### src/common/core_platform_csr_regs.svh
`ifndef CORE_PLATFORM_CSR_REGS_SVH
`define CORE_PLATFORM_CSR_REGS_SVH
// Behaviour
// - Reserved and unused bits read zero, ignore writes
// - Writable registers accept anything, hold legal values
// - Region control holds two bits per region
// - Side-effect bit marks non-idempotent region, resets zero
// - Caching bit permits caching, resets zero
// - Written pair side-effect+cacheable stored as side-effect only
// - Side-effect ignored for fetches and local targets
// - Caching ignored only for local instruction fetches
// - Sync trigger only in debug, else illegal
// - Trigger bits start data/instruction fence, read zero
// - First data-bus error latches address and locks
// - Locked capture gates bus errors, pin NMIs honoured
// - Capture read-only, resets zero, unlock by reset/write
// - Any unlock write clears lock, re-enables NMI
// - Unlock register always reads zero
// - Local partial write does read-modify-write, regenerates ECC
// - SoC writes carry byte enables, target does RMW
// - NMI cause codes distinguish store, load, pin
`define CSR_REGION_ACCESS 12'h7c0
`define CSR_SYNC_TRIGGER 12'h7c4
`define CSR_ERR_UNLOCK 12'hbc0
`define CSR_ERR_CAPTURE 12'hfc0
`define REGION_ACCESS_RESET 32'h0000_0000
`define CAPTURE_RESET 32'h0000_0000
`define SYNC_DATA_FENCE_BIT 1
`define SYNC_INSTR_FENCE_BIT 0
`define REGION_MSB 31
`define REGION_LSB 28
`define CAUSE_PIN 32'h0000_0000
`define CAUSE_STORE_ERR 32'hf000_0000
`define CAUSE_LOAD_ERR 32'hf000_0001
`define ECC_MASK0 32'h56aa_ad5b
`define ECC_MASK1 32'h9b33_366d
`define ECC_MASK2 32'he3c3_c78e
`define ECC_MASK3 32'h03fc_07f0
`define ECC_MASK4 32'h03ff_f800
`define ECC_MASK5 32'hfc00_0000
`endif

### src/common/core_platform_csr_pkg.sv
package core_platform_csr_pkg;
    typedef enum logic [1:0]
    {
        PW_IDLE = 2'b00,
        PW_READ = 2'b01,
        PW_MERGE = 2'b11
    } pw_state_t;
    typedef logic [31:0] word_t;
    typedef logic [6:0] ecc_t;
endpackage : core_platform_csr_pkg

### src/common/merge_if.sv
`timescale 1ns/100ps
interface merge_if;
    logic start;
    core_platform_csr_pkg::word_t oldWord;
    core_platform_csr_pkg::word_t newData;
    logic [3:0] byteEn;
    core_platform_csr_pkg::word_t mergedWord;
    core_platform_csr_pkg::ecc_t ecc;
    modport requester (output start, output oldWord, output newData, output byteEn,
        input mergedWord, input ecc);
    modport merger (input start, input oldWord, input newData, input byteEn,
        output mergedWord, output ecc);
endinterface : merge_if

### src/rtl/partial_write_merge.sv
`timescale 1ns/100ps
`include "core_platform_csr_regs.svh"
module partial_write_merge
(
    input wire logic clk,
    input wire logic nrst,
    merge_if.merger mg
);
    localparam logic [31:0] MASKS [6] = '{`ECC_MASK0, `ECC_MASK1, `ECC_MASK2,
        `ECC_MASK3, `ECC_MASK4, `ECC_MASK5};
    core_platform_csr_pkg::word_t merged_reg;
    core_platform_csr_pkg::word_t merged_next;
    core_platform_csr_pkg::ecc_t ecc_reg;
    core_platform_csr_pkg::ecc_t ecc_next;

    function automatic core_platform_csr_pkg::ecc_t eccOf(input logic [31:0] d);
        core_platform_csr_pkg::ecc_t e;
        e = '0;
        for (int i = 0; i < 6; i++)
        begin
            e[i] = ^(d & MASKS[i]);
        end
        e[6] = ^{d, e[5:0]};
        return e;
    endfunction : eccOf

    // Byte merge of new data over stored word, then fresh check bits
    always_comb
    begin
        merged_next = merged_reg;
        ecc_next = ecc_reg;
        if (mg.start)
        begin
            for (int b = 0; b < 4; b++)
            begin
                merged_next[b*8 +: 8] = mg.byteEn[b] ? mg.newData[b*8 +: 8]
                    : mg.oldWord[b*8 +: 8];
            end
            ecc_next = eccOf(merged_next);
        end
    end

    always_ff @(posedge clk)
    begin
        if (!nrst)
        begin
            merged_reg <= '0;
            ecc_reg <= '0;
        end
        else
        begin
            merged_reg <= merged_next;
            ecc_reg <= ecc_next;
        end
    end

    assign mg.mergedWord = merged_reg;
    assign mg.ecc = ecc_reg;
endmodule : partial_write_merge

### src/rtl/core_platform_csr_bank.sv
`timescale 1ns/100ps
`include "core_platform_csr_regs.svh"
module core_platform_csr_bank #(
    parameter logic [31:0] LOCAL_INSTR_BASE = 32'h0004_0000,
    parameter logic [31:0] LOCAL_INSTR_MASK = 32'hfffe_0000,
    parameter logic [31:0] LOCAL_DATA_BASE = 32'h0008_0000,
    parameter logic [31:0] LOCAL_DATA_MASK = 32'hfffe_0000,
    parameter logic [31:0] INTC_REGS_BASE = 32'hf00c_0000,
    parameter logic [31:0] INTC_REGS_MASK = 32'hffff_8000
)
(
    input wire logic clk,
    input wire logic nrst,
    input wire logic csrValid,
    input wire logic csrWrite,
    input wire logic [11:0] csrAddr,
    input wire logic [31:0] csrWdata,
    input wire logic csrDebugMode,
    output logic csrAck,
    output logic csrHit,
    output logic csrIllegal,
    output logic [31:0] csrRdata,
    output logic dataFence,
    output logic instrFence,
    input wire logic storeErr,
    input wire logic loadErr,
    input wire logic [31:0] errAddr,
    input wire logic nmiPin,
    output logic nmiReq,
    output logic [31:0] nmiCause,
    input wire logic [31:0] fetchAddr,
    input wire logic [31:0] lsAddr,
    output logic fetchSideEffect,
    output logic fetchCacheable,
    output logic lsSideEffect,
    output logic lsCacheable,
    input wire logic wrValid,
    input wire logic [31:0] wrAddr,
    input wire logic [31:0] wrData,
    input wire logic [3:0] wrByteEn,
    output logic wrReady,
    output logic localRdReq,
    output logic [31:0] localAddr,
    input wire logic localRdValid,
    input wire logic [31:0] localRdata,
    output logic localWrValid,
    output logic [31:0] localWrData,
    output logic [6:0] localWrEcc,
    output logic busWrValid,
    output logic [31:0] busWrAddr,
    output logic [31:0] busWrData,
    output logic [3:0] busWrByteEn
);
    function automatic logic inWin(input logic [31:0] a, input logic [31:0] base,
        input logic [31:0] mask);
        return (a & mask) == (base & mask);
    endfunction : inWin

    function automatic logic [31:0] legalize(input logic [31:0] v);
        logic [31:0] r;
        r = v;
        for (int i = 0; i < 16; i++)
        begin
            if (v[2*i+1])
            begin
                r[2*i] = 1'b0;
            end
        end
        return r;
    endfunction : legalize

    function automatic logic [4:0] bitIdx(input logic [31:0] a, input logic se);
        return {a[`REGION_MSB:`REGION_LSB], se};
    endfunction : bitIdx

    logic [31:0] regionAccess_reg, regionAccess_next;
    logic [31:0] capture_reg, capture_next;
    logic locked_reg, locked_next;
    logic csrAck_next, csrHit_next, csrIllegal_next;
    logic [31:0] csrRdata_next;
    logic dataFence_next, instrFence_next;
    logic nmiReq_next, pinPending_reg, pinPending_next;
    logic [31:0] nmiCause_next;
    logic pinSync1_reg, pinSync2_reg, pinSync3_reg;
    logic fetchSideEffect_next, fetchCacheable_next, lsSideEffect_next, lsCacheable_next;
    logic hit, illegal, doWrite, busNmi, pinEdge, fetchLocal, lsLocal;

    // CSR decode, access check and read mux
    always_comb
    begin
        hit = csrAddr == `CSR_REGION_ACCESS || csrAddr == `CSR_SYNC_TRIGGER
            || csrAddr == `CSR_ERR_UNLOCK || csrAddr == `CSR_ERR_CAPTURE;
        illegal = (csrAddr == `CSR_SYNC_TRIGGER && !csrDebugMode)
            || (csrAddr == `CSR_ERR_CAPTURE && csrWrite);
        doWrite = csrValid && csrWrite && hit && !illegal;
        csrAck_next = csrValid;
        csrHit_next = csrValid && hit;
        csrIllegal_next = csrValid && hit && illegal;
        csrRdata_next = 32'h0000_0000;
        if (csrValid && hit && !illegal && !csrWrite)
        begin
            if (csrAddr == `CSR_REGION_ACCESS)
            begin
                csrRdata_next = regionAccess_reg;
            end
            else if (csrAddr == `CSR_ERR_CAPTURE)
            begin
                csrRdata_next = capture_reg;
            end
        end
        regionAccess_next = regionAccess_reg;
        if (doWrite && csrAddr == `CSR_REGION_ACCESS)
        begin
            regionAccess_next = legalize(csrWdata);
        end
        dataFence_next = doWrite && csrAddr == `CSR_SYNC_TRIGGER
            && csrWdata[`SYNC_DATA_FENCE_BIT];
        instrFence_next = doWrite && csrAddr == `CSR_SYNC_TRIGGER
            && csrWdata[`SYNC_INSTR_FENCE_BIT];
    end

    // Error capture, lock and NMI request
    always_comb
    begin
        busNmi = (storeErr || loadErr) && !locked_reg;
        pinEdge = pinSync2_reg && !pinSync3_reg;
        capture_next = capture_reg;
        locked_next = locked_reg;
        if (busNmi)
        begin
            capture_next = errAddr;
            locked_next = 1'b1;
        end
        else if (doWrite && csrAddr == `CSR_ERR_UNLOCK)
        begin
            locked_next = 1'b0;
        end
        nmiReq_next = busNmi || pinPending_reg || pinEdge;
        pinPending_next = (pinPending_reg || pinEdge) && busNmi;
        nmiCause_next = `CAUSE_PIN;
        if (busNmi)
        begin
            nmiCause_next = storeErr ? `CAUSE_STORE_ERR : `CAUSE_LOAD_ERR;
        end
    end

    // Region attribute lookup
    always_comb
    begin
        fetchLocal = inWin(fetchAddr, LOCAL_INSTR_BASE, LOCAL_INSTR_MASK);
        lsLocal = inWin(lsAddr, LOCAL_INSTR_BASE, LOCAL_INSTR_MASK)
            || inWin(lsAddr, LOCAL_DATA_BASE, LOCAL_DATA_MASK)
            || inWin(lsAddr, INTC_REGS_BASE, INTC_REGS_MASK);
        fetchSideEffect_next = 1'b0;
        fetchCacheable_next = !fetchLocal && regionAccess_reg[bitIdx(fetchAddr, 1'b0)];
        lsSideEffect_next = !lsLocal && regionAccess_reg[bitIdx(lsAddr, 1'b1)];
        lsCacheable_next = regionAccess_reg[bitIdx(lsAddr, 1'b0)];
    end

    always_ff @(posedge clk)
    begin
        if (!nrst)
        begin
            regionAccess_reg <= `REGION_ACCESS_RESET;
            capture_reg <= `CAPTURE_RESET;
            locked_reg <= 1'b0;
            csrAck <= 1'b0;
            csrHit <= 1'b0;
            csrIllegal <= 1'b0;
            csrRdata <= '0;
            dataFence <= 1'b0;
            instrFence <= 1'b0;
            nmiReq <= 1'b0;
            nmiCause <= '0;
            pinPending_reg <= 1'b0;
            pinSync1_reg <= 1'b0;
            pinSync2_reg <= 1'b0;
            pinSync3_reg <= 1'b0;
            fetchSideEffect <= 1'b0;
            fetchCacheable <= 1'b0;
            lsSideEffect <= 1'b0;
            lsCacheable <= 1'b0;
        end
        else
        begin
            regionAccess_reg <= regionAccess_next;
            capture_reg <= capture_next;
            locked_reg <= locked_next;
            csrAck <= csrAck_next;
            csrHit <= csrHit_next;
            csrIllegal <= csrIllegal_next;
            csrRdata <= csrRdata_next;
            dataFence <= dataFence_next;
            instrFence <= instrFence_next;
            nmiReq <= nmiReq_next;
            nmiCause <= nmiCause_next;
            pinPending_reg <= pinPending_next;
            pinSync1_reg <= nmiPin;
            pinSync2_reg <= pinSync1_reg;
            pinSync3_reg <= pinSync2_reg;
            fetchSideEffect <= fetchSideEffect_next;
            fetchCacheable <= fetchCacheable_next;
            lsSideEffect <= lsSideEffect_next;
            lsCacheable <= lsCacheable_next;
        end
    end

    // Partial write path
    core_platform_csr_pkg::pw_state_t state_reg, state_next;
    logic [31:0] pwData_reg, pwData_next;
    logic [3:0] pwByteEn_reg, pwByteEn_next;
    logic wrReady_next, localRdReq_next, localWrValid_next;
    logic [31:0] localAddr_next;
    logic busWrValid_next;
    logic [31:0] busWrAddr_next, busWrData_next;
    logic [3:0] busWrByteEn_next;
    logic wrLocal;
    merge_if mg ();

    partial_write_merge u_merge (
        .clk(clk),
        .nrst(nrst),
        .mg(mg.merger)
    );

    assign mg.start = state_reg == core_platform_csr_pkg::PW_READ && localRdValid;
    assign mg.oldWord = localRdata;
    assign mg.newData = pwData_reg;
    assign mg.byteEn = pwByteEn_reg;
    assign localWrData = mg.mergedWord;
    assign localWrEcc = mg.ecc;

    always_comb
    begin
        wrLocal = inWin(wrAddr, LOCAL_INSTR_BASE, LOCAL_INSTR_MASK)
            || inWin(wrAddr, LOCAL_DATA_BASE, LOCAL_DATA_MASK);
        state_next = state_reg;
        pwData_next = pwData_reg;
        pwByteEn_next = pwByteEn_reg;
        localAddr_next = localAddr;
        localRdReq_next = 1'b0;
        localWrValid_next = 1'b0;
        busWrValid_next = 1'b0;
        busWrAddr_next = busWrAddr;
        busWrData_next = busWrData;
        busWrByteEn_next = busWrByteEn;
        case (state_reg)
            core_platform_csr_pkg::PW_IDLE:
            begin
                if (wrValid && wrLocal)
                begin
                    pwData_next = wrData;
                    pwByteEn_next = wrByteEn;
                    localAddr_next = wrAddr;
                    localRdReq_next = 1'b1;
                    state_next = core_platform_csr_pkg::PW_READ;
                end
                else if (wrValid)
                begin
                    busWrValid_next = 1'b1;
                    busWrAddr_next = wrAddr;
                    busWrData_next = wrData;
                    busWrByteEn_next = wrByteEn;
                end
            end
            core_platform_csr_pkg::PW_READ:
            begin
                if (localRdValid)
                begin
                    state_next = core_platform_csr_pkg::PW_MERGE;
                end
            end
            core_platform_csr_pkg::PW_MERGE:
            begin
                localWrValid_next = 1'b1;
                state_next = core_platform_csr_pkg::PW_IDLE;
            end
            default:
            begin
                state_next = core_platform_csr_pkg::PW_IDLE;
            end
        endcase
        wrReady_next = state_next == core_platform_csr_pkg::PW_IDLE;
    end

    always_ff @(posedge clk)
    begin
        if (!nrst)
        begin
            state_reg <= core_platform_csr_pkg::PW_IDLE;
            pwData_reg <= '0;
            pwByteEn_reg <= '0;
            wrReady <= 1'b0;
            localRdReq <= 1'b0;
            localAddr <= '0;
            localWrValid <= 1'b0;
            busWrValid <= 1'b0;
            busWrAddr <= '0;
            busWrData <= '0;
            busWrByteEn <= '0;
        end
        else
        begin
            state_reg <= state_next;
            pwData_reg <= pwData_next;
            pwByteEn_reg <= pwByteEn_next;
            wrReady <= wrReady_next;
            localRdReq <= localRdReq_next;
            localAddr <= localAddr_next;
            localWrValid <= localWrValid_next;
            busWrValid <= busWrValid_next;
            busWrAddr <= busWrAddr_next;
            busWrData <= busWrData_next;
            busWrByteEn <= busWrByteEn_next;
        end
    end
endmodule : core_platform_csr_bank

### config.mk
export PLATFORM = sky130hd
export DESIGN_NAME = core_platform_csr_bank
export DESIGN_NICKNAME = d
export VERILOG_FILES = /design/src/common/core_platform_csr_pkg.sv /design/src/common/merge_if.sv /design/src/rtl/partial_write_merge.sv /design/src/rtl/core_platform_csr_bank.sv
export VERILOG_INCLUDE_DIRS = /design/src /design/src/common
export SDC_FILE = /design/constraint.sdc
export NUM_CORES = 1
export LEC_CHECK = 0
export BUFFER_PORTS_ARGS = -buffer_cell sky130_fd_sc_hd__buf_2
export CAP_MARGIN = 20
export CORE_AREA = 2 2 182 184
export DETAILED_ROUTE_END_ITERATION = 8
export DIE_AREA = 0 0 184 186
export PLACE_DENSITY = 0.69
export SKIP_LAST_GASP = 1
export SLEW_MARGIN = 5
export SYNTH_ARGS = -nofsm -noshare
export SYNTH_HDL_FRONTEND = slang
export SYNTH_SLANG_ARGS = --single-unit
export TNS_END_PERCENT = 50
### constraint.sdc
create_clock -name clk -period 2.8 [get_ports clk]
set_clock_uncertainty 0.15 [all_clocks]
set_input_delay 0.28 -clock clk [delete_from_list [all_inputs] [get_ports clk]]
set_output_delay 0.28 -clock clk [all_outputs]
set_load 0.05 [all_outputs]
==> metrics.yaml, run 1 <==
outcome: "complete, no violations"
antenna_left: 0
cts_buffers: 31
grt_pass1_wl_mm: 61.3
timing.final.crit_share: 0.955
ctsResizeCount: 0
yosysTopAreaCellShare: 0.496
syn_inst: 1380
drt-total-wl_mm: 40.7
crit_family: "buffers and inverters"
viasPerCell: 5.03
ys_warn_count: 0
cp_num_cells: 9
ys.flop_type: "dfxtp_1"
end_kind: "flip-flop"
ios: 467
reg2regPathDepth: 7
hold_path_class: "in2reg"
synth_top_cell_by_area: "dfxtp_1"
switching_share: 0.258
critPathLaunchType: "input port"
synthArstFlopShare: 0
maxSlewHeadroom: 0.439
setup_viol: 0
crit_buf_inv: 4
cp_max_fo: 32
power_leakage_nw: 7.42
post-route-util: 0.530
clk_pin_slew_ns: 0.06
synth-edff-count: 0
rsz0062_at_grt: "no"
port_buffers: 406
synthDistinctLibCells: 42
initialDrtViolationCount: 704
tns_ns: 0
post_drt_wl_per_cell_um: 17.3
p_comb_frac: 0.151
hold_viol: 0
cts_setup_buffers: 0
synth_seq_area_share: 0.496
die_x_um: 184
area_delta_synth_final_pct: 44.3
gp_congestion: 0.896
whs_ns: 0.0409
overflow: 0
min_path_cells: 4
fin_crit_ns: 2.67
p_sw_w: 0.00263
coreArea_um2: 32200
p_clk_frac: 0.426
worstPathRequired_ns: 3.13
row_count: 66
max_stage_delay_ns: 0.58
initial_utilization: 0.367
first_pass_iters: 5
syn_area_per_cell_um2: 8.57
pwr_density_cell_nw_per_um2: 598
p_seq_frac: 0.423
worstMarginPinSlew_ns: 0.840
cts_tree: "built"
cts_root_buffer: "clkbuf_16"
clk_path_buf_depth: 3
cap_violations: 0
htree_levels: 1
grt_pass1_vias: 11600
cp_common_cell: "dlygate4sd3_1"
dieArea_um2: 34200
final_net_count: 2177
clk_latency_ns: 0.55
synth.area.top_cells: "dfxtp_1 50%, nand2_1 13%, a21oi_1 8.4%"
netlist_area_um2: 11800
ys_ff_latch: 293
crit_chain: "dlygate4sd3_1 -> buf_2 -> nor2b_1 -> nor3b_2 -> and3_1 -> buf_4 -> nand3b_1 -> dlygate4sd3_1 -> a21oi_1"
fillers: 2804
diodes: 0
maxSlewViolCount: 0
arrival_ns: 3.00
die_height_um: 186
cts_num_sinks: 293
setup.worst_path.class: "in2reg"
fmax_ghz: 0.374
crit_slowest_cell: "dlygate4sd3_1"
antenna_found_initial: 1
p_int_w: 0.00757
grt_usage: 0.224
hpwl_mm: 26.4
drive_gt1_frac: 0.261
ir_drop_v: 0.000468
num_vias: 11900
remaining_drc_errors: 0
grt_max_degree: 169
[synthesized netlist by cell type (all sizes together), types with 2 or more instances]
cell and number:
nand3 7, nor2b 4, mux2i 48, xnor2 38, a21oi 198, nor4 6, and2 7, clkbuf 76
a22oi 33, dfxtp 293, nor3b 2, and3 18, mux4 14, inv 6, nand2 405, o21ai 43
nor3 6, buf 49, or4 3, xnor3 7, nand3b 16, xor2 37, nor2 51
[kinds of logic after synthesis]
| group | Yosys count | share of synthesized area |
|---|---|---|
| XOR/XNOR | 82 | 0.0695 |
| buffers and inverters | 132 | 0.0544 |
| AO/OA/AOI/OAI | 280 | 0.127 |
| other | 1 | 0.000317 |
| AND/OR/NAND/NOR | 530 | 0.185 |
| flip-flops | 293 | 0.496 |
| multiplexers | 62 | 0.0676 |
[cell type report]
class | count | area (µm²) | share of cell area
timing repair buffer | 612 | 4110 | 0.241
inverter | 7 | 31.3 | 0.00183
sequential | 293 | 5870 | 0.344
clock inverter | 14 | 203 | 0.0119
multi-input combinational | 982 | 5460 | 0.320
tap | 408 | 510 | 0.0299
clock buffer | 43 | 881 | 0.0516
[worst register-to-register path, cell delays in order, from the launching register on]
cell	delay (ns)
dfxtp_1	0.57
mux2i_1	0.36
xnor2_1	0.21
xnor2_1	0.16
xnor3_1	0.46
xnor2_2	0.21
xnor3_1	0.32
o21ai_1	0.12
[stage by stage]
stage                     total power [W]  setup slack, ns  cell area [µm²]  instances
final                              0.0102            0.127            17100       2359
after floorplan                   0.00534            0.556            11900       1407
after CTS                          0.0102            0.197            17000       2358
after global routing               0.0106           0.0461            17100       2359
after detailed placement          0.00572            0.204            14200       2122
after global placement            0.00570            0.221            14200       2122
[what timing repair did]
item,in CTS,in global routing
hold endpoints to repair,231,0
setup endpoints to repair,0,0
hold buffers,179,0
[power by group through the flow]
stage	logic (W)	clock network, W	registers, W
2_1_floorplan	0.000737	0	0.00460
3_3_place_gp	0.00130	0	0.00440
3_5_place_dp	0.00131	0	0.00440
4_1_cts	0.00151	0.00441	0.00431
5_1_grt	0.00163	0.00460	0.00432
6_report	0.00154	0.00435	0.00431
[cell usage in the layout, fill, tap and decap left out, types with 2 or more instances in the layout]
master and instances:
a21oi_1 197, a22oi_1 33, and2_1 7, and3_1 18, buf_12 5, buf_2 406
buf_4 21, bufinv_16 5, clkbuf_1 6, clkbuf_16 31, clkbuf_8 6, clkinv_2 6
clkinvlp_4 3, conb_1 28, dfxtp_1 293, dlygate4sd3_1 179, inv_1 6, mux2i_1 47
mux4_2 14, nand2_1 405, nand3_1 5, nand3_2 2, nand3b_1 16, nor2_1 49
nor2b_1 3, nor3_1 6, nor4_1 6, o21ai_0 42, or4_1 3, xnor2_1 37
xnor3_1 7, xor2_1 37
[metal layers]
metal  global-route usage  part of all wire
met1                0.272              0.40
met2                0.387              0.49
met3               0.0442             0.072
met4               0.0960             0.042
met5                    0           0.00032
[final timing paths]
kind                                       to                 startpoint  slack [ns]
min reg2reg           pinSync2_reg$_SDFF_PN0_    pinSync1_reg$_SDFF_PN0_        0.30
min                   state_reg[1]$_SDFF_PN0_               localRdValid        0.04
max reg2reg    u_merge.mg.ecc[6]$_SDFFE_PN0P_  mg.byteEn[3]$_SDFFE_PN0P_        0.19
max          regionAccess_reg[4]$_SDFFE_PN0P_                csrAddr[10]        0.13
No activity file was read; power rests on OpenSTA's default activity.
==> inputs of run 2 (changes only) <==
clock period = 3.46 ns   (was 2.8 ns; I/O delays follow)
==> run 2 against run 1 <==
Critical path type unchanged. Die area stayed put. Clock-buffer cell count stayed put. Non-clock buffer count is 19 lower. Hold slack worse by 0.019 ns.
==> metrics.yaml, run 2 (same netlist as run 1, synthesis figures left out) <==
worstPathRequired_ns: 3.76  # was 3.13 ns
cts_buffers: 31  # unchanged
die_x_um: 184  # unchanged
reg2reg_to: "u_merge.mg.ecc[6]$_SDFFE_PN0P_"  # unchanged
critPathLaunchType: "input port"  # unchanged
tns_ns: 0  # unchanged
remaining_drc_errors: 0  # unchanged
met1_usage: 0.270  # was 0.272
end_kind: "flip-flop"  # unchanged
hold_viol: 0  # unchanged
grt_pass1_vias: 11100  # was 11600
hold_path_class: "in2reg"  # unchanged
gp_congestion: 0.844  # was 0.896
clk_path_buf_depth: 3  # unchanged
arrival_ns: 3.07  # was 3.00 ns
dieArea_um2: 34200  # unchanged
grt_usage: 0.218  # was 0.224
antenna_left: 0  # unchanged
die_height_um: 186  # unchanged
mostFrequentLayoutCell: "buf_2"  # unchanged
final_cell_mix: "406 x buf_2, 405 x nand2_1, 293 x dfxtp_1"  # unchanged
viasPerCell: 4.99  # was 5.03
dp_slack_ns: 0.726  # was 0.204 ns
rsz0062_at_grt: "no"  # unchanged
fin_ws_ns: 0.690  # was 0.127 ns
grt_max_degree: 93  # was 169
drt-total-wl_mm: 39.5  # was 40.7 mm
clk_latency_ns: 0.56  # was 0.55 ns
cp_common_cell: "and3_1"  # was dlygate4sd3_1
antenna_found_initial: 3  # was 1
power_leakage_nw: 7.26  # was 7.42 nW
coreArea_um2: 32200  # unchanged
top_usage_layer: "met2"  # unchanged
cap_violations: 0  # unchanged
maxSlewHeadroom: 0.416  # was 0.439
worstMarginPinSlew_ns: 0.874  # was 0.840 ns
crit_slowest_cell: "dlygate4sd3_1"  # unchanged
cts_root_buffer: "clkbuf_16"  # unchanged
htree_levels: 1  # unchanged
fmax_ghz: 0.361
drive_gt1_frac: 0.258  # was 0.261
crit_buf_inv: 3  # was 4
min_path_cells: 3  # was 4
ctsResizeCount: 0  # unchanged
worstHoldStart: "localRdata[17]"  # was localRdValid
cts_setup_buffers: 0  # unchanged
grt.met3_usage: 0.0374  # was 0.0442
fin_area_um2: 16700  # was 17100 µm²
ir_drop_v: 0.000420  # was 0.000468 V
fin_crit_ns: 2.77
overflow: 0  # unchanged
rrSetupSlack_ns: 0.72  # was 0.19 ns
port_buffers: 406  # unchanged
pwr_density_cell_nw_per_um2: 476  # was 598 nW/µm²
initialDrtViolationCount: 706  # was 704
reg2reg_from: "mg.byteEn[2]$_SDFFE_PN0P_"  # was mg.byteEn[3]$_SDFFE_PN0P_
grt_use_met2: 0.364  # was 0.387
initial_utilization: 0.367  # unchanged
ios: 467  # unchanged
reg2regPathDepth: 6  # was 7
outcome: "complete, no violations"  # unchanged
cts_tree: "built"  # unchanged
holdPathEnd: "u_merge.mg.mergedWord[17]$_SDFFE_PN0P_"  # was state_reg[1]$_SDFF_PN0_
crit_chain: "dlygate4sd3_1 -> buf_2 -> or4_1 -> nor3_1 -> and3_1 -> nand3_2 -> buf_4 -> and3_1"  # was dlygate4sd3_1 -> buf_2 -> nor2b_1 -> nor3b_2 -> and3_1 -> buf_4 -> nand3b_1 -> dlygate4sd3_1 -> a21oi_1
crit_family: "simple AND/OR/NAND/NOR gates"  # was buffers and inverters
cp_max_fo: 64  # was 32
setup.worst_path.class: "in2reg"  # unchanged
max_stage_delay_ns: 0.56  # was 0.58 ns
final_net_count: 2158  # was 2177
row_count: 66  # unchanged
timing.final.crit_share: 0.801
maxSlewViolCount: 0  # unchanged
setup_viol: 0  # unchanged
hpwl_mm: 26.4  # about the same
post_drt_wl_per_cell_um: 16.9  # was 17.3 µm
clk_pin_slew_ns: 0.06  # about the same
cts_num_sinks: 293  # unchanged
grt_pass1_wl_mm: 59.1  # was 61.3 mm
first_pass_iters: 6  # was 5
place_area_um2: 14100  # was 14200 µm²
startpoint: "wrAddr[24]"  # was csrAddr[10]
num_vias: 11700  # was 11900
area_delta_synth_final_pct: 41.5  # was 44.3%
run 2: cell types whose count changed in the layout (fill, tap and decap cells not counted), sizes merged:
cell	previous run	this run
dlygate4sd3	179	165
buf	433	428
diode	0	4
bufinv	5	2
clkinvlp	3	1
inv	7	8
run 2: worst min-delay path, stage by stage:
cell     delay (ns)
buf_2          0.13
mux2i_1        0.09
o21ai_0        0.13
run 2: layout make-up:
| type | count | area [µm²] |
|---|---|---|
| multi-input combinational | 982 | 5460 |
| inverter | 7 | 31.3 |
| clock buffer | 43 | 861 |
| antenna | 4 | 10.0 |
| timing repair buffer | 593 | 3870 |
| tap | 408 | 510 |
| sequential | 293 | 5870 |
| clock inverter | 10 | 118 |
| fill | 2875 | 15500 |
run 2: how the worst max path moves through the flow:
stage | endpoint | slack, ns | depth (start not counted)
after floorplan | u_merge.mg.ecc[6]$_SDFFE_PN0P_ | 1.22 | 8
after global placement | localAddr[17]$_SDFFE_PN0P_ | 0.76 | 7
after detailed placement | localAddr[29]$_SDFFE_PN0P_ | 0.73 | 7
after CTS | u_merge.mg.ecc[6]$_SDFFE_PN0P_ | 0.69 | 6
after global routing | u_merge.mg.ecc[6]$_SDFFE_PN0P_ | 0.59 | 7
final | localAddr[29]$_SDFFE_PN0P_ | 0.69 | 8
run 2: what timing repair did:
item / 4_1_cts / 5_1_grt
hold endpoints to repair: 220 / 0
setup endpoints to repair: 0 / 0
hold buffers: 165 / 0
run 2: where the power goes:
part	switching, W	total, W	internal, W
Clock	0.00137	0.00324	0.00187
Combinational	0.000703	0.00123	0.000522
Sequential	0.0000377	0.00349	0.00345
run 2: metal layers:
metal / vias to the layer above / wire length [µm] / part of all wire
met5: - / 0 / 0
met4: 0 / 1950 / 0.049
li1: 5593 / - / -
met2: 552 / 18900 / 0.48
met3: 142 / 2750 / 0.070
met1: 5396 / 15900 / 0.40
run 2: per-stage QoR:
stage,hold WS [ns],util,std cells,power (W)
2_1_floorplan,0.262,-,1407,0.00432
3_3_place_gp,0.265,0.438,2118,0.00461
3_5_place_dp,0.269,0.438,2118,0.00463
4_1_cts,0.000950,0.519,2336,0.00801
5_1_grt,0.0329,0.519,2339,0.00825
6_report,0.0221,0.520,2340,0.00796
==> inputs of run 3 (changes only) <==
ABC_AREA = 1   (was not set)
CORE_AREA = not set   (was 2 2 182 184)
CORE_ASPECT_RATIO = 0.9   (was not set)
CORE_MARGIN = 2   (was not set)
CORE_UTILIZATION = 42   (was not set)
DIE_AREA = not set   (was 0 0 184 186)
PLACE_DENSITY = 0.78   (was 0.69)
clock period = 2.3 ns   (was 3.46 ns; I/O delays follow)
==> run 3 against run 2 <==
The run now ends with negative setup slack left. Clock-buffer cell count decreased by 2. Area after synthesis increased by 12%. Critical path depth increased by 13. Combinational power increased by 120%. Synthesized cell count increased by 43%. Sequential power increased by 53%. Total power increased by 62%. Register-to-register slack got worse by 0.80 ns. Non-clock buffer count increased by 85. Clock power increased by 51%. Largest cell class is now multi-input gates.
==> metrics.yaml, run 3 <==
clk_path_buf_depth: 3  # unchanged
ys.flop_type: "dfxtp_1"  # unchanged
overflow: 0  # unchanged
cts_num_sinks: 293  # unchanged
hpwl_mm: 33.2  # was 26.4 mm
violations: "negative setup slack"
antenna_found_initial: 10  # was 3
ios: 467  # unchanged
fmax_ghz: 0.421
antenna_left: 0  # unchanged
worstMarginPinSlew_ns: 0.672  # was 0.874 ns
ys_ff_latch: 293  # unchanged
rsz0062_at_grt: "yes"  # was no
grt_pass1_wl_mm: 76.5  # was 59.1 mm
initialDrtViolationCount: 1230  # was 706
yosysMostFrequentCell: "nand2_1"  # unchanged
syn_area_per_cell_um2: 6.75  # was 8.57 µm²
synth_seq_area_share: 0.441  # was 0.496
hold_viol: 0  # unchanged
port_buffers: 406  # unchanged
initial_utilization: 0.429  # was 0.367
synthArstFlopShare: 0  # unchanged
crit_family: "simple AND/OR/NAND/NOR gates"  # unchanged
end_kind: "flip-flop"  # unchanged
final_net_count: 2831  # was 2158
setup.worst_path.class: "reg2reg"  # was in2reg
cap_violations: 0  # unchanged
coreArea_um2: 31000  # was 32200 µm²
maxSlewViolCount: 0  # unchanged
max_stage_delay_ns: 0.41  # was 0.56 ns
regArea_um2: 5880  # was 5870 µm²
hold_path_class: "in2reg"  # unchanged
cp_common_cell: "nand2_1"  # was and3_1
cts_tree: "built"  # unchanged
grt_max_degree: 145  # was 93
post_drt_wl_per_cell_um: 17.0  # was 16.9 µm
arrival_ns: 2.68  # was 3.07 ns
synthDistinctLibCells: 46  # was 42
mostFrequentLayoutCell: "nand2_1"  # was buf_2
critPathLaunchType: "flip-flop"  # was input port
fillers: 2464  # was 2875
place_area_um2: 16100  # was 14100 µm²
crit_chain: "buf_6 -> nand2_2 -> nand2_4 -> nand2_4 -> nand2_8 -> buf_4 -> nand3_1 -> nand2_2 -> inv_2 -> nand3_1 -> nand2_2 -> inv_1 -> nand2_2 -> nand2_1 -> nand2_1 -> nand2_1 -> nand2_2 -> nand2_1 -> nand2_1 -> nand3_1 -> nand2_1"  # was dlygate4sd3_1 -> buf_2 -> or4_1 -> nor3_1 -> and3_1 -> nand3_2 -> buf_4 -> and3_1
clk_pin_slew_ns: 0.07  # was 0.06 ns
grt_usage: 0.284  # was 0.218
row_count: 61  # was 66
cts_buffers: 30  # was 31
drive_gt1_frac: 0.318  # was 0.258
viasPerCell: 5.27  # was 4.99
drt-total-wl_mm: 51.4  # was 39.5 mm
fin_ws_ns: -0.0772  # was 0.690 ns
cp_max_fo: 7  # was 64
remaining_drc_errors: 0  # unchanged
synth_common_cells: "562 x nand2_1, 319 x nor2_1, 293 x dfxtp_1, 187 x o21ai_0, 137 x inv_1"  # was 405 x nand2_1, 293 x dfxtp_1, 198 x a21oi_1, 76 x clkbuf_1, 51 x nor2_1
dieArea_um2: 33100  # was 34200 µm²
crit_buf_inv: 4  # was 3
die_x_um: 192  # was 184 µm
maxSlewHeadroom: 0.548  # was 0.416
htree_levels: 1  # unchanged
gp_congestion: 0.901  # was 0.844
synth_top_cell_by_area: "dfxtp_1"  # unchanged
synth.area.top_cells: "dfxtp_1 44%, nand2_1 16%, nor2_1 9.0%"  # was dfxtp_1 50%, nand2_1 13%, a21oi_1 8.4%
dp_slack_ns: -0.351  # was 0.726 ns
area_delta_synth_final_pct: 48.9  # was 41.5%
fin_area_um2: 19800  # was 16700 µm²
worstPathRequired_ns: 2.61  # was 3.76 ns
final_cell_mix: "417 x nand2_1, 405 x buf_2, 314 x nor2_1"  # was 406 x buf_2, 405 x nand2_1, 293 x dfxtp_1
die_height_um: 173  # was 186 µm
synth-edff-count: 0  # unchanged
netlist_area_um2: 13300  # was 11800 µm²
fin_crit_ns: 2.38
cts_root_buffer: "clkbuf_16"  # unchanged
outcome: "finished with violations"  # was complete, no violations
num_vias: 15900  # was 11700
ys_warn_count: 0  # unchanged
crit_slowest_cell: "dfxtp_4"  # was dlygate4sd3_1
grt_pass1_vias: 15100  # was 11100
setup_viol: 1  # was 0
timing.final.crit_share: 1.03
clk_latency_ns: 0.56  # about the same
ir_drop_v: 0.000582  # was 0.000420 V
yosysTopAreaCellShare: 0.441  # was 0.496
power_leakage_nw: 9.67  # was 7.26 nW
multi_input_area_um2: 7110  # was 5460 µm²
syn_inst: 1969  # was 1380
post-route-util: 0.638  # was 0.520
pwr_density_cell_nw_per_um2: 651  # was 476 nW/µm²
first_pass_iters: 8  # was 6
## run 3: final timing paths
kind	startpoint	endpoint	slack, ns	cells past startpoint
max	mg.byteEn[3]$_SDFFE_PN0P_	u_merge.mg.ecc[6]$_SDFFE_PN0P_	-0.08	21
min	localRdata[19]	u_merge.mg.mergedWord[19]$_SDFFE_PN0P_	0.004	5
max reg2reg	mg.byteEn[3]$_SDFFE_PN0P_	u_merge.mg.ecc[6]$_SDFFE_PN0P_	-0.08	21
min reg2reg	pinSync1_reg$_SDFF_PN0_	pinSync2_reg$_SDFF_PN0_	0.27	2
## run 3: cells by family after synthesis
group | Yosys count | synth area share
AOI/OAI and AO/OA | 312 | 0.130
and+or+nand+nor | 1075 | 0.330
other | 1 | 0.000282
buffers and inverters | 277 | 0.0921
DFF | 293 | 0.441
xor gates and xnor gates | 11 | 0.00725
## run 3: timing repair
item | CTS | global route
pin swaps | 2 | 86
buffers inserted | 2 | 21
hold buffers | 160 | 0
cloned | 0 | 2
endpoints found under the setup margin | 1 | 51
hold endpoints to repair | 214 | 0
resized for setup | 34 | 240
## run 3: worst reg2reg max path, stage by stage, from the launching register on
cell     delay (ns)
dfxtp_4        0.41
buf_6          0.16
nand2_2        0.07
nand2_4        0.09
nand2_4        0.08
nand2_8        0.10
buf_4          0.11
nand3_1        0.11
nand2_2        0.13
inv_2          0.03
nand3_1        0.11
nand2_2        0.08
inv_1          0.08
nand2_2        0.05
nand2_1        0.06
nand2_1        0.06
nand2_1        0.09
nand2_2        0.07
nand2_1        0.06
nand2_1        0.04
nand3_1        0.07
nand2_1        0.05
## run 3: area by class of cell
| cell class | instances | area share |
|---|---|---|
| multi-input cells | 1426 | 0.359 |
| flip-flops and latches | 293 | 0.297 |
| repair buffers | 678 | 0.236 |
| clock buffers | 41 | 0.0446 |
| inverters | 152 | 0.0305 |
| well taps | 409 | 0.0259 |
| clock inverters | 14 | 0.00544 |
| diodes | 9 | 0.00114 |
## run 3: per-layer routing
layer	vias to the layer above	wire (µm)	GRT usage
li1	7461	-	-
met1	7352	19400	0.335
met2	889	24600	0.481
met3	209	4560	0.0605
met4	2	2930	0.146
met5	-	16	0
## run 3: stage by stage
stage	std cells	power (W)	hold WS, ns	setup TNS (ns)
after CTS	2989	0.0126	0.00238	0
final	3022	0.0129	0.00363	-0.0772
after global placement	2772	0.00747	0.253	-14.63
after detailed placement	2772	0.00752	0.258	-15.55
after global routing	3020	0.0133	0.0131	-0.266
after floorplan	1996	0.00685	0.173	0
## run 3: power by group
| part | switching (W) | leakage (nW) | internal, W | total, W |
|---|---|---|---|---|
| combinational | 0.00171 | 6.79 | 0.000952 | 0.00266 |
| clock | 0.00209 | 0.494 | 0.00279 | 0.00489 |
| sequential | 0.0000879 | 2.39 | 0.00524 | 0.00533 |
